==> src/shared/cosod_pkg.sv <==
// Constants of the standard object directory block.
package cosod_pkg;

  // ****************************************
  // Object indices
  // ****************************************
  localparam logic [15:0] IDX_DEVICE_TYPE   = 16'h1000;
  localparam logic [15:0] IDX_ERROR_SUMMARY = 16'h1001;
  localparam logic [15:0] IDX_ERROR_HISTORY = 16'h1003;
  localparam logic [15:0] IDX_DEVICE_NAME   = 16'h1008;
  localparam logic [15:0] IDX_HW_VERSION    = 16'h1009;
  localparam logic [15:0] IDX_SW_VERSION    = 16'h100A;
  localparam logic [15:0] IDX_IDENTITY      = 16'h1018;
  localparam logic [15:0] IDX_TX_MAP_FIRST  = 16'h1A00;
  localparam logic [15:0] IDX_TX_MAP_LAST   = 16'h1A18;
  localparam logic [15:0] IDX_SYNC_TYPES    = 16'h1C00;
  localparam logic [15:0] IDX_TX_ASSIGN     = 16'h1C13;

  // ****************************************
  // Contents and reset values
  // ****************************************
  localparam logic [7:0]  ERR_SUMMARY_RESET = 8'h00;
  localparam int          ERR_GENERAL_BIT   = 0;
  localparam int          ERR_MANUF_BIT     = 7;
  localparam logic [7:0]  IDENTITY_ENTRIES  = 8'h04;
  localparam logic [7:0]  TX_MAP_ENTRIES    = 8'h2B;
  localparam logic [15:0] TX_MAP1_INDEX     = 16'h6065;
  localparam logic [7:0]  TX_MAP1_SUB       = 8'h01;
  localparam logic [7:0]  TX_MAP1_LEN       = 8'h20;
  localparam logic [7:0]  SYNC_CHANNELS     = 8'h04;
  localparam logic [7:0]  SYNC_TYPE_BASE    = 8'h01;
  localparam logic [7:0]  MAX_OVERSAMPLE    = 8'h19;
  localparam int          STR_LEN           = 8;

  // ****************************************
  // Access codes
  // ****************************************
  localparam logic [1:0]  RSP_OK            = 2'h0;
  localparam logic [1:0]  RSP_NO_OBJECT     = 2'h1;
  localparam logic [1:0]  RSP_READ_ONLY     = 2'h2;
  localparam logic [1:0]  RSP_BAD_STATE     = 2'h3;

endpackage

==> src/hdl/cosod_directory.sv <==
// Standard communication object directory reached by SDO-style read and write requests.
`timescale 1ns/1ps
module cosod_directory #(
  parameter logic [31:0]        DEVICE_TYPE   = 32'h0000_0001,
  parameter logic [31:0]        MAKER_ID      = 32'h0000_0A5A,
  parameter logic [31:0]        PRODUCT_CODE  = 32'h0000_1234,
  parameter logic [31:0]        REVISION_CODE = 32'h0000_0001,
  parameter logic [31:0]        SERIAL_CODE   = 32'h0000_0042,
  parameter logic [8*8-1:0]     NAME_STR      = 64'h5345_4E53_4F52_0000,
  parameter logic [8*8-1:0]     HW_STR        = 64'h5620_312E_3030_3000,
  parameter logic [8*8-1:0]     SW_STR        = 64'h5620_312E_3030_3000
) (
  input  wire logic             clk_i,
  input  wire logic             sys_rst_i,
  input  wire logic             req_valid_i,
  input  wire logic             req_write_i,
  input  wire logic [15:0]      req_index_i,
  input  wire logic [7:0]       req_sub_i,
  input  wire logic [31:0]      req_wdata_i,
  input  wire logic             preop_i,
  input  wire logic [4:0]       oversample_i,
  input  wire logic             err_event_i,
  input  wire logic [31:0]      err_code_i,
  input  wire logic             err_active_i,
  input  wire logic             err_manuf_i,
  output logic                  rsp_valid_o,
  output logic                  rsp_abort_o,
  output logic [1:0]            rsp_code_o,
  output logic [31:0]           rsp_rdata_o,
  output logic [7:0]            error_summary_o
);

  // ****************************************
  // Error state
  // ****************************************
  logic [7:0]  err_count_q;
  logic [31:0] err_last_q;
  logic [7:0]  err_summary_q;
  logic        hist_clear;

  always_ff @(posedge clk_i) begin
    if (sys_rst_i) begin
      err_count_q <= 8'h00;
      err_last_q  <= 32'h0000_0000;
    end else if (err_event_i) begin
      // A new error wins over a clear in the same cycle.
      err_last_q <= err_code_i;
      if (hist_clear) begin
        err_count_q <= 8'h01;
      end else if (err_count_q != 8'hFF) begin
        err_count_q <= err_count_q + 8'h01;
      end
    end else if (hist_clear) begin
      err_count_q <= 8'h00;
      err_last_q  <= 32'h0000_0000;
    end
  end

  always_ff @(posedge clk_i) begin
    if (sys_rst_i) begin
      err_summary_q <= cosod_pkg::ERR_SUMMARY_RESET;
    end else begin
      err_summary_q <= 8'h00;
      err_summary_q[cosod_pkg::ERR_GENERAL_BIT] <= err_active_i | err_manuf_i;
      err_summary_q[cosod_pkg::ERR_MANUF_BIT]   <= err_manuf_i;
    end
  end

  assign error_summary_o = err_summary_q;

  // ****************************************
  // Request decode
  // ****************************************
  logic [31:0] rd_data;
  logic [1:0]  rd_code;
  logic        wr_allowed;
  logic [7:0]  assign_count;

  assign assign_count = {3'h0, oversample_i} + 8'h01;

  function automatic logic [7:0] str_byte(input logic [8*8-1:0] s, input logic [7:0] sub);
    logic [2:0] pos;
    pos = 3'(sub);
    return s[(7 - pos)*8 +: 8];
  endfunction

  always_comb begin
    rd_data    = 32'h0000_0000;
    rd_code    = cosod_pkg::RSP_OK;
    wr_allowed = 1'b0;
    // Fixed objects are selected by their full 16-bit index; mapping records by the index range 1A00h to 1A18h.
    case (req_index_i)
      cosod_pkg::IDX_DEVICE_TYPE: begin
        if (req_sub_i == 8'h00) rd_data = DEVICE_TYPE;
        else rd_code = cosod_pkg::RSP_NO_OBJECT;
      end
      cosod_pkg::IDX_ERROR_SUMMARY: begin
        if (req_sub_i == 8'h00) rd_data = {24'h0, err_summary_q};
        else rd_code = cosod_pkg::RSP_NO_OBJECT;
      end
      cosod_pkg::IDX_ERROR_HISTORY: begin
        if (req_sub_i == 8'h00) begin
          rd_data    = {24'h0, err_count_q};
          wr_allowed = 1'b1;
        end else if (req_sub_i == 8'h01) begin
          rd_data = err_last_q;
        end else begin
          rd_code = cosod_pkg::RSP_NO_OBJECT;
        end
      end
      cosod_pkg::IDX_DEVICE_NAME: begin
        if (req_sub_i < 8'(cosod_pkg::STR_LEN)) rd_data = {24'h0, str_byte(NAME_STR, req_sub_i)};
        else rd_code = cosod_pkg::RSP_NO_OBJECT;
      end
      cosod_pkg::IDX_HW_VERSION: begin
        if (req_sub_i < 8'(cosod_pkg::STR_LEN)) rd_data = {24'h0, str_byte(HW_STR, req_sub_i)};
        else rd_code = cosod_pkg::RSP_NO_OBJECT;
      end
      cosod_pkg::IDX_SW_VERSION: begin
        if (req_sub_i < 8'(cosod_pkg::STR_LEN)) rd_data = {24'h0, str_byte(SW_STR, req_sub_i)};
        else rd_code = cosod_pkg::RSP_NO_OBJECT;
      end
      cosod_pkg::IDX_IDENTITY: begin
        case (req_sub_i)
          8'h00: rd_data = {24'h0, cosod_pkg::IDENTITY_ENTRIES};
          8'h01: rd_data = MAKER_ID;
          8'h02: rd_data = PRODUCT_CODE;
          8'h03: rd_data = REVISION_CODE;
          8'h04: rd_data = SERIAL_CODE;
          default: rd_code = cosod_pkg::RSP_NO_OBJECT;
        endcase
      end
      cosod_pkg::IDX_SYNC_TYPES: begin
        if (req_sub_i == 8'h00) begin
          rd_data = {24'h0, cosod_pkg::SYNC_CHANNELS};
        end else if (req_sub_i <= cosod_pkg::SYNC_CHANNELS) begin
          rd_data = {24'h0, req_sub_i - 8'h01 + cosod_pkg::SYNC_TYPE_BASE};
        end else begin
          rd_code = cosod_pkg::RSP_NO_OBJECT;
        end
      end
      cosod_pkg::IDX_TX_ASSIGN: begin
        if (req_sub_i == 8'h00) begin
          rd_data = {24'h0, assign_count};
        end else if (req_sub_i <= assign_count) begin
          rd_data = {16'h0, cosod_pkg::IDX_TX_MAP_FIRST + {8'h00, req_sub_i - 8'h01}};
        end else begin
          rd_code = cosod_pkg::RSP_NO_OBJECT;
        end
      end
      default: begin
        if (req_index_i >= cosod_pkg::IDX_TX_MAP_FIRST &&
            req_index_i <= cosod_pkg::IDX_TX_MAP_LAST) begin
          // All mapping records read alike.
          if (req_sub_i == 8'h00) begin
            rd_data = {24'h0, cosod_pkg::TX_MAP_ENTRIES};
          end else if (req_sub_i == 8'h01) begin
            rd_data = {cosod_pkg::TX_MAP1_INDEX, cosod_pkg::TX_MAP1_SUB,
                       cosod_pkg::TX_MAP1_LEN};
          end else if (req_sub_i <= cosod_pkg::TX_MAP_ENTRIES) begin
            rd_data = {cosod_pkg::TX_MAP1_INDEX + 16'(req_sub_i - 8'h01),
                       cosod_pkg::TX_MAP1_SUB, cosod_pkg::TX_MAP1_LEN};
          end else begin
            rd_code = cosod_pkg::RSP_NO_OBJECT;
          end
        end else begin
          rd_code = cosod_pkg::RSP_NO_OBJECT;
        end
      end
    endcase
    if (req_write_i && rd_code == cosod_pkg::RSP_OK && !wr_allowed) begin
      // Assignment edits outside pre-operational report a state error.
      if (req_index_i == cosod_pkg::IDX_TX_ASSIGN && !preop_i) rd_code = cosod_pkg::RSP_BAD_STATE;
      else rd_code = cosod_pkg::RSP_READ_ONLY;
    end
  end

  // Only a zero written to history subindex 0 changes stored state.
  assign hist_clear = req_valid_i && req_write_i && wr_allowed &&
                      rd_code == cosod_pkg::RSP_OK && req_wdata_i == 32'h0000_0000;

  // ****************************************
  // Response
  // ****************************************
  always_ff @(posedge clk_i) begin
    if (sys_rst_i) begin
      rsp_valid_o <= 1'b0;
      rsp_abort_o <= 1'b0;
      rsp_code_o  <= cosod_pkg::RSP_OK;
      rsp_rdata_o <= 32'h0000_0000;
    end else begin
      rsp_valid_o <= req_valid_i;
      rsp_abort_o <= req_valid_i && rd_code != cosod_pkg::RSP_OK;
      rsp_code_o  <= req_valid_i ? rd_code : cosod_pkg::RSP_OK;
      rsp_rdata_o <= (req_valid_i && !req_write_i && rd_code == cosod_pkg::RSP_OK) ?
                     rd_data : 32'h0000_0000;
    end
  end

endmodule

==> config.mk <==
export PLATFORM = sky130hd
export DESIGN_NAME = cosod_directory
export DESIGN_NICKNAME = d
export VERILOG_FILES = /design/src/shared/cosod_pkg.sv /design/src/hdl/cosod_directory.sv
export SDC_FILE = /design/constraint.sdc
export NUM_CORES = 1
export LEC_CHECK = 0
export BUFFER_PORTS_ARGS = -buffer_cell sky130_fd_sc_hd__buf_4
export CORE_MARGIN = 10
export CORE_UTILIZATION = 56
export CTS_CLUSTER_SIZE = 12
export DETAILED_ROUTE_END_ITERATION = 6
export MAX_ROUTING_LAYER = met4
export PLACE_DENSITY = 0.88
export REMOVE_ABC_BUFFERS = 1
export SYNTH_ARGS = -nofsm -noshare
export SYNTH_HDL_FRONTEND = slang
export SYNTH_SLANG_ARGS = --single-unit
==> constraint.sdc <==
create_clock -name clk_i -period 10.9 [get_ports clk_i]
set_input_delay 2.18 -clock clk_i [delete_from_list [all_inputs] [get_ports clk_i]]
set_output_delay 2.18 -clock clk_i [all_outputs]
set_load 0.02 [all_outputs]
== Word level (Yosys, flattened, before mapping) ==
Cells that the tools add are included.

* $add $sub $neg: 8
* Magnitude comparators: 6
* Equality and inequality tests: 14
* Shift operators: 2
* Muxes and demuxes: 40
* Bitwise gates (word level): 3
* Reduce and logical (&&, ||, !) cells: 28

{| class="wikitable"
|+ Operators by type and width
! operator !! count
|-
| two-way mux 32 bit || 8
|-
| case mux 32 bit (8 select lines) || 1
|-
| == test 16 x 13 -> 1 bit, second input constant || 9
|-
| variable part select 64 x 33 -> 8 bit, first input constant || 2
|-
| two-way mux 8 bit || 9
|-
| case mux 13 bit (5 select lines) || 1
|-
| logical NOT 32 bit || 1
|-
| two-way mux 14 bit || 2
|-
| adder 15 x 16 -> 16 bit, first input constant || 1
|-
| adder 8 x 1 -> 8 bit, second input constant || 2
|-
| == test 8 x 2 -> 1 bit, second input constant || 2
|-
| greater-or-equal comparator 16 x 13 -> 1 bit, second input constant || 1
|-
| less-or-equal comparator 16 x 13 -> 1 bit, second input constant || 1
|-
| two-way mux 1 bit || 16
|-
| adder 13 x 8 -> 14 bit, first input constant || 1
|-
| case mux 2 bit (6 select lines) || 1
|-
| logical AND 1 bit || 11
|-
| subtractor 8 x 1 -> 9 bit, second input constant || 1
|-
| == test 8 x 1 -> 1 bit, second input constant || 1
|-
| == test 8 x 3 -> 1 bit, second input constant || 1
|-
| less-or-equal comparator 8 x 3 -> 1 bit, second input constant || 1
|-
| less-or-equal comparator 8 x 6 -> 1 bit || 1
|-
| less-or-equal comparator 8 x 6 -> 1 bit, second input constant || 1
|-
| logical NOT 8 bit || 1
|-
| other kinds (15) || 25
|}

* Bits in registers: 84
* Input bits: 101
* Output and inout port bits: 44
* Logic and storage cells: 109

== Longest topological paths before layout ==
Gate-level depths: netlist (run 1).

* Depth in word-level cells: 15
* Depth in mapped cells: 11
* Mapped depth without buffers: 10

== Least setup slack after synthesis (run 1) ==
OpenSTA, ideal clock, no wires.

* Path type: input-to-reg
* From: in req_sub_i[0]
* To: reg rsp_rdata_o[22]
* Library setup time: 0.112 ns
* Arrival: 4.844 ns
* Data required time: 10.788 ns
* Path slack: 5.944 ns
* Stages: 10
* Buffers on the path: 1
* Cell sequence: clkbuf_1 inv_1 ha_1 ha_1 or3b_2 a2111oi_0 nor4_1 xnor2_1 o21ai_0 a2111oi_1

* Longest elaborated chain between the ends: 14
* Elaborated cells on any way between the ends: 44
* Classes of those cells: 2 x add/sub; 4 x order compare; 4 x eq/ne; 24 x mux; 1 x bitwise; 9 x reduce/logical

{| class="wikitable"
|+ RTL lines
! what !! line !! text
|-
| start, declared || cosod_directory.sv:18 || <nowiki>input wire logic [7:0] req_sub_i,</nowiki>
|-
| parallel branches: the longest is 14 deep, another holds adder 15 x 16 -> 16 bit || n/a ||
|-
| end signal, assigned || cosod_directory.sv:195 || <nowiki>rsp_rdata_o <= (req_valid_i && !req_write_i && rd_code == cosod_pkg::RSP_OK) ?</nowiki>
|-
| end, declared || cosod_directory.sv:29 || <nowiki>output logic [31:0] rsp_rdata_o,</nowiki>
|}

Several ways; the timed one is not identified.
A chain may end at the register's enable or synchronous reset.

== Worst setup path after layout (run 1) ==
Same ends and word-level chain as after synthesis.

==> flow_summary_export.csv, run 1 <==
group,metric,value,unit
grt,grt_start_max_net_pins,38,
place,post-place-ws,5.448,ns
logic_synthesis,synth.top_cell.area_share,33.52,%
worst_setup_path,timing.rr.end,"err_count_q[7]",
pwr,power_density,109.9,nW/um2
grt,grt_overflow,0,
layout,insertedDiodeCount,0,
floorplanning,dieArea,12370,um2
timing,hold_viol,0,
drt,first_iter_violations,552,
worst_setup_path,cp_max_fo,18,
worst_setup_path,rr_worst_depth,7,
drt,ant_nets,0,
logic_synthesis,yosys-top-cells-area,"dfxtp_1, a21oi_1, nand3_1",
floorplanning,die_h,111.2,um
drt,drt-total-wl,16570,um
cts,cts_root_buffer,"clkbuf_8",
drt,drc,2,
cts,path_clk_slew,0.10,ns
floorplanning,core_area,8175,um2
logic_synthesis,synthFlopType,"dfxtp_1",
pwr,p_leak,2.250,nW
grt,met3_usage,5.628,%
flow_run,maxCapViolCount,0,
cts,cts_sinks,78,
grt,grt-busiest-layer,"met2",
timing,setup_viol_count_final,0,
logic_synthesis,syn_area,4658,um2
timing,relSlewSlack,21.43,%
grt,grt_pass1_wl,25950,um
floorplanning,fp.dieW,111.2,um
floorplanning,start_util,56.98,%
worst_setup_path,cp-end-kind,"flop",
hold_path,worstHoldStart,"err_last_q[31]",
place,post_dp_cell_area,5633,um2
layout,drive_gt1_share,25.07,%
layout,final_core_util,71.49,%
timing,drv_slew,0,
worst_setup_path,cp.required,11.14,ns
pwr,vdd_drop_max,0.07187,mV
timing,clock_skew,0.01101,ns
grt,antenna_found_initial,0,
hold_path,whs_path_depth,2,
worst_setup_path,rrSetupSlack,9.13,ns
logic_synthesis,syn_avg_cell_area,7.869,um2
worst_setup_path,crit-reg2reg-launch,"err_count_q[0]",
timing,setup_ws,5.715,ns
cts,cts_tree,"done",
timing,final.period_utilization,47.57,%
grt,use_met1,29.67,%
cts,cts_resized,0,
floorplanning,rows,33,
cts,htree_levels,3,
drt,firstDrtPassIters,7,
timing,worst_pin_slew,1.176,ns
logic_synthesis,synth_top_area_cell,"dfxtp_1",
logic_synthesis,synthArstFlopShare,0,%
place,io_buffer_count,138,
worst_setup_path,arrival,5.43,ns
grt,grt_pass1_vias,5049,
worst_setup_path,worst_setup_path_start_kind,"primary input",
cts,cts_buffer_depth,2,
drt,wire_per_inst,20.53,um
place,dp_hpwl,12490,um
layout,nets,813,
timing,finalSetupTns,0,ns
logic_synthesis,ys_seq_area_share,33.52,%
layout,fillers,688,
layout,synthToLayoutAreaGrowth,25.46,%
pwr,power.total,0.6425,mW
drt,num_vias,5130,
logic_synthesis,synthCells,592,
cts,cts_setup_buffers,0,
place,place_inst,791,
timing,max_freq,192.9,MHz
status,status,"finished with violations",
cts,numCtsBuffers,9,
status,violations,"DRC",
logic_synthesis,synth-seq-cells,78,
logic_synthesis,ys_types,66,
grt,grt_use_met2,44.12,%
cts,clk_latency,0.36,ns
timing,fin_crit,5.185,ns
hold_path,hold_class,"reg -> reg",
cts,postCtsHoldBufs,0,
timing,whs,0.4610,ns
hold_path,min_to,"rsp_rdata_o[31]",
place,gp_congestion,1.000,
worst_setup_path,path_class,"in -> reg",
grt,grt_usage,25.70,%
floorplanning,top_level_ports,145,
logic_synthesis,ys.warnings.count,0,
layout,fin_area,5844,um2
logic_synthesis,synth_edf_count,0,
drt,viasPerCell,6.357,
layout,final_cells,807,
timing,rsz0062_at_grt,"no",
-- Yosys cell counts (5+ instances only) --
master / n
or2_2: 5
a2111oi_1: 6
buf_1: 6
nor2b_1: 6
nor4b_1: 5
inv_1: 10
clkbuf_1: 29
and4_1: 5
nand3b_1: 10
nor4_1: 24
a2111oi_0: 6
a21oi_1: 54
nor2_1: 33
nand3_1: 54
o21ai_0: 20
nand2_1: 65
xor2_1: 10
and3_1: 7
nand4_1: 6
nor3_1: 27
ha_1: 15
xnor2_1: 11
a22oi_1: 6
buf_4: 6
dfxtp_1: 78
buf_2: 10
nand2b_1: 5
-- worst max-delay path: stages --
cell and delay, ns:
buf_4 0.18, inv_1 0.14, ha_1 0.59, ha_1 0.44, or3b_2 0.47, a2111oi_0 0.58
nor4_1 0.16, xnor2_1 0.18, o21ai_0 0.08, a2111oi_1 0.42
-- report_power, final --
| part | switching [mW] | total (mW) | internal (mW) |
|---|---|---|---|
| sequential | 0.00470 | 0.298 | 0.293 |
| combinational | 0.0600 | 0.107 | 0.0473 |
| clock | 0.126 | 0.238 | 0.111 |
| total | 0.191 | 0.642 | 0.452 |
-- metal layers --
metal	share of wire, %	vias to the layer above
met1	39	2441
met3	8.2	34
met4	1.9	0
met5	0	-
met2	51	269
li1	-	2386
-- registers in the layout (all words and copies together), names as in the netlist --
signal / count
err_last_q: 32
rsp_rdata_o: 32
err_count_q: 8
error_summary_o: 2
rsp_code_o: 2
rsp_abort_o: 1
rsp_valid_o: 1
-- cell families (layout without fill, tap and decap cells) --
family                   Yosys count  count (layout)  share of synthesized area [%]
AO/OA/AOI/OAI                    136             136                          20.17
buffers and inverters             62             167                          5.748
AND/OR/NAND/NOR                  277             277                          32.07
XOR/XNOR                          21              21                          3.948
adder cells (fa/ha/maj)           15              15                          4.029
flip-flops                        78              78                          33.52
other                              1               6                        0.08050
multiplexers                       2               2                         0.4298
-- cell usage in the layout (no fill, tap or decap), drive strengths merged, types with 4 or more instances in the layout --
| cell type | instances |
|---|---|
| nand2 | 65 |
| a2111oi | 16 |
| a21o | 4 |
| nand2b | 5 |
| and2 | 4 |
| nor2b | 6 |
| conb | 6 |
| nand3 | 55 |
| nor2 | 33 |
| nor4 | 26 |
| inv | 15 |
| nand4 | 6 |
| nand3b | 10 |
| nor3 | 28 |
| a21oi | 54 |
| ha | 15 |
| xnor2 | 11 |
| nor4b | 6 |
| or2 | 6 |
| a22oi | 6 |
| dfxtp | 78 |
| and4 | 5 |
| and3 | 7 |
| o21ai | 20 |
| clkbuf | 9 |
| xor2 | 10 |
| or3 | 4 |
| buf | 140 |
| a222oi | 4 |
-- worst max path at each step --
stage | cells after the start | start | slack, ns | end
floorplan | 9 | req_sub_i[0] | 6.11 | rsp_rdata_o[22]
global placement | 10 | req_sub_i[0] | 5.58 | rsp_rdata_o[22]
detailed placement | 10 | req_sub_i[0] | 5.45 | rsp_rdata_o[22]
CTS | 10 | req_sub_i[0] | 5.78 | rsp_rdata_o[22]
global route | 10 | req_sub_i[0] | 5.34 | rsp_rdata_o[22]
finish | 10 | req_sub_i[0] | 5.72 | rsp_rdata_o[22]
-- final cells by class --
cell class	instances	area, um2	area share [%]
sequential	78	1562	26.72
timing repair buffer	140	1051	17.98
tap	105	131.4	2.248
clock buffer	9	123.9	2.119
clock inverter	7	87.58	1.499
multi-input combinational	457	2848	48.73
inverter	11	41.29	0.7065
Note: power is estimated with default switching activity, not from simulation.
==> inputs of run 2 (changes only) <==
--- a/config.mk
+++ b/config.mk
@@ -5,13 +5,14 @@
 export SDC_FILE = /design/constraint.sdc
 export NUM_CORES = 1
 export LEC_CHECK = 0
+export ABC_AREA = 1
 export BUFFER_PORTS_ARGS = -buffer_cell sky130_fd_sc_hd__buf_4
 export CORE_MARGIN = 10
-export CORE_UTILIZATION = 56
+export CORE_UTILIZATION = 47
 export CTS_CLUSTER_SIZE = 12
 export DETAILED_ROUTE_END_ITERATION = 6
 export MAX_ROUTING_LAYER = met4
-export PLACE_DENSITY = 0.88
+export PLACE_DENSITY = 0.79
 export REMOVE_ABC_BUFFERS = 1
 export SYNTH_ARGS = -nofsm -noshare
 export SYNTH_HDL_FRONTEND = slang
==> constraint.sdc (replaced) <==
create_clock -name clk_i -period 4.5 [get_ports clk_i]
set_input_delay 0.9 -clock clk_i [delete_from_list [all_inputs] [get_ports clk_i]]
set_output_delay 0.9 -clock clk_i [all_outputs]
set_load 0.02 [all_outputs]
==> run 2 against run 1 <==
Effect of this change:
- the flow now finishes without violations
- die area is 20% higher
- synthesized cell count is 25% higher
- design area is 5.5% higher
- combinational power is 120% higher
- largest cell class unchanged
- worst hold slack worse by 0.0029 ns
- sequential share of layout area is 1.4 points lower
- utilization is 11 points lower
- critical endpoint is now rsp_rdata_o[6]
- final cell count is 25% higher
- setup slack worse by 4.4 ns
- via count is 1.8% higher
==> flow_summary_export.csv, run 2 <==
group,metric,value,unit
cts,path_clk_slew,0.08,ns
floorplanning,dieArea,14850,um2
cts,cts_buffer_depth,2,
logic_synthesis,yosysMostFrequentCell,"nand2_1",
logic_synthesis,ys_types,46,
grt,grt_start_max_net_pins,44,
pwr,vdd_drop_max,0.1718,mV
worst_setup_path,cp.required,4.77,ns
cts,htree_levels,3,
grt,antenna_found_initial,0,
timing,final.period_utilization,69.95,%
cts,clk_latency,0.34,ns
timing,relSlewSlack,29.69,%
layout,insertedDiodeCount,0,
logic_synthesis,syn_area,4877,um2
cts,cts_root_buffer,"clkbuf_8",
logic_synthesis,synthArstFlopShare,0,%
cts,cts_setup_buffers,0,
worst_setup_path,timing.rr.end,"err_count_q[5]",
worst_setup_path,cp-end-kind,"flop",
drt,wire_per_inst,15.17,um
timing,fin_crit,3.148,ns
floorplanning,rows,37,
hold_path,worstHoldStart,"err_last_q[14]",
drt,drc,0,
drt,firstDrtPassIters,5,
pwr,power_frac_comb,15.2,%
layout,layout_commonest_cell,"nand2_1",
cts,postCtsHoldBufs,0,
worst_setup_path,rrSetupSlack,2.41,ns
drt,viasPerCell,5.182,
logic_synthesis,synthFlopType,"dfxtp_1",
hold_path,whs_path_depth,2,
logic_synthesis,synthCells,742,
timing,setup_viol_count_final,0,
cts,cts_sinks,78,
place,post-place-ws,1.089,ns
floorplanning,core_area,10230,um2
hold_path,min_to,"rsp_rdata_o[14]",
grt,grt_usage,20.64,%
flow_run,maxCapViolCount,0,
logic_synthesis,syn_avg_cell_area,6.573,um2
status,status,"complete, no violations",
logic_synthesis,synthTopCellsByCount,"nand2_1, nand3_1, dfxtp_1",
worst_setup_path,path_class,"in -> reg",
cts,cts_resized,0,
place,dp_hpwl,11930,um
logic_synthesis,synth_top_area_cell,"dfxtp_1",
layout,reg_top3,"err_last_q (32), rsp_rdata_o (32), err_count_q (8)",
floorplanning,top_level_ports,145,
timing,setup_ws,1.352,ns
drt,first_iter_violations,435,
pwr,power_density,247.4,nW/um2
worst_setup_path,rr_worst_depth,9,
pwr,swShare,25.48,%
pwr,p_int,1.136,mW
pwr,clock_power_share,37.6,%
logic_synthesis,synth-seq-cells,78,
layout,nets,984,
worst_setup_path,crit-reg2reg-launch,"err_count_q[0]",
place,io_buffer_count,138,
drt,ant_nets,0,
pwr,seqPwrFrac,47.2,%
timing,rsz0062_at_grt,"no",
logic_synthesis,synth_edf_count,0,
layout,drive_gt1_share,25.23,%
worst_setup_path,cp_max_fo,32,
grt,grt_overflow,0,
layout,mostFrequentLayoutCells,"nand2_1, buf_4, nand3_1",
timing,finalSetupTns,0,ns
pwr,p_switching,0.3886,mW
pwr,p_leak,2.841,nW
grt,grt_pass1_vias,5228,
timing,worst_pin_slew,1.053,ns
worst_setup_path,worst_setup_path_start_kind,"primary input",
place,gp_congestion,1.041,
logic_synthesis,ys_seq_area_share,32.02,%
logic_synthesis,synth.top_cell.area_share,32.02,%
logic_synthesis,yosys-top-cells-area,"dfxtp_1, nand2_1, nand3_1",
timing,hold_viol,0,
hold_path,hold_class,"reg -> reg",
worst_setup_path,arrival,3.41,ns
floorplanning,fp.dieW,121.9,um
logic_synthesis,ys.warnings.count,0,
cts,numCtsBuffers,9,
layout,synthToLayoutAreaGrowth,26.37,%
timing,drv_slew,0,
floorplanning,start_util,47.67,%
cts,cts_tree,"done",
floorplanning,die_h,121.9,um
grt,grt_pass1_wl,24630,um
drt,drt-total-wl,15290,um
timing,clock_skew,0.01102,ns
drt,num_vias,5223,
timing,max_freq,317.7,MHz
-- run 2: how the worst max path moves through the flow --
stage,start,depth (start not counted),slack [ns],to
after floorplan,req_sub_i[0],10,1.65,err_count_q[0]
after global placement,req_sub_i[0],11,1.20,rsp_rdata_o[7]
after detailed placement,req_sub_i[0],11,1.09,rsp_rdata_o[0]
after CTS,req_sub_i[0],11,1.41,rsp_rdata_o[6]
after global routing,req_sub_i[0],11,1.10,rsp_rdata_o[6]
final,req_sub_i[0],11,1.35,rsp_rdata_o[6]
-- run 2: final cells by class --
cell class | count | area [um2]
clock buffers | 10 | 137.6
clock inverters | 5 | 83.83
flip-flops and latches | 78 | 1562
inverters | 79 | 296.5
fillers | 1022 | 4068
repair buffers | 139 | 1044
multi-input cells | 561 | 2870
well taps | 136 | 170.2
-- run 2: power by group through the flow --
stage	sequential, mW	clock (mW)	combinational (mW)
floorplan	0.736	0	0.106
global placement	0.735	0	0.228
detailed placement	0.736	0	0.229
CTS	0.719	0.579	0.231
global route	0.722	0.609	0.259
finish	0.720	0.573	0.232
-- run 2: critical path, cell delays in order --
cell and delay [ns]:
buf_4 0.15, inv_1 0.20, ha_1 0.32, inv_1 0.11, nor2_1 0.15, nand4_1 0.44, nor2_1 0.39, nor2_1 0.12
nand2_2 0.11, nand2_4 0.28, nor2_2 0.20
-- run 2: cell families after synthesis --
group	synth area share, %
buffers and inverters	9.517
other	0.07689
XOR/XNOR	2.668
adder cells (fa/ha/maj)	3.848
AND/OR/NAND/NOR	40.89
flip-flops	32.02
AO/OA/AOI/OAI	10.98
-- run 2: routing by layer --
metal | vias to the layer above | GRT usage, % | share of wire (%)
li1 | 2648 | - | -
met1 | 2345 | 24.44 | 43
met2 | 204 | 34.05 | 48
met3 | 26 | 4.949 | 7.2
met4 | 0 | 5.961 | 2.0
met5 | - | - | 0
-- run 2: stage by stage --
step | std cells | power, mW | hold slack, ns | area (um2) | util, %
floorplan | 718 | 0.8412 | 0.4398 | 4728 | -
global route | 1008 | 1.590 | 0.4810 | 6163 | 60.24
CTS | 1008 | 1.529 | 0.4582 | 6163 | 60.24
global placement | 993 | 0.9632 | 0.4434 | 5942 | 58.08
finish | 1008 | 1.525 | 0.4580 | 6163 | 60.24
detailed placement | 993 | 0.9651 | 0.4463 | 5942 | 58.08
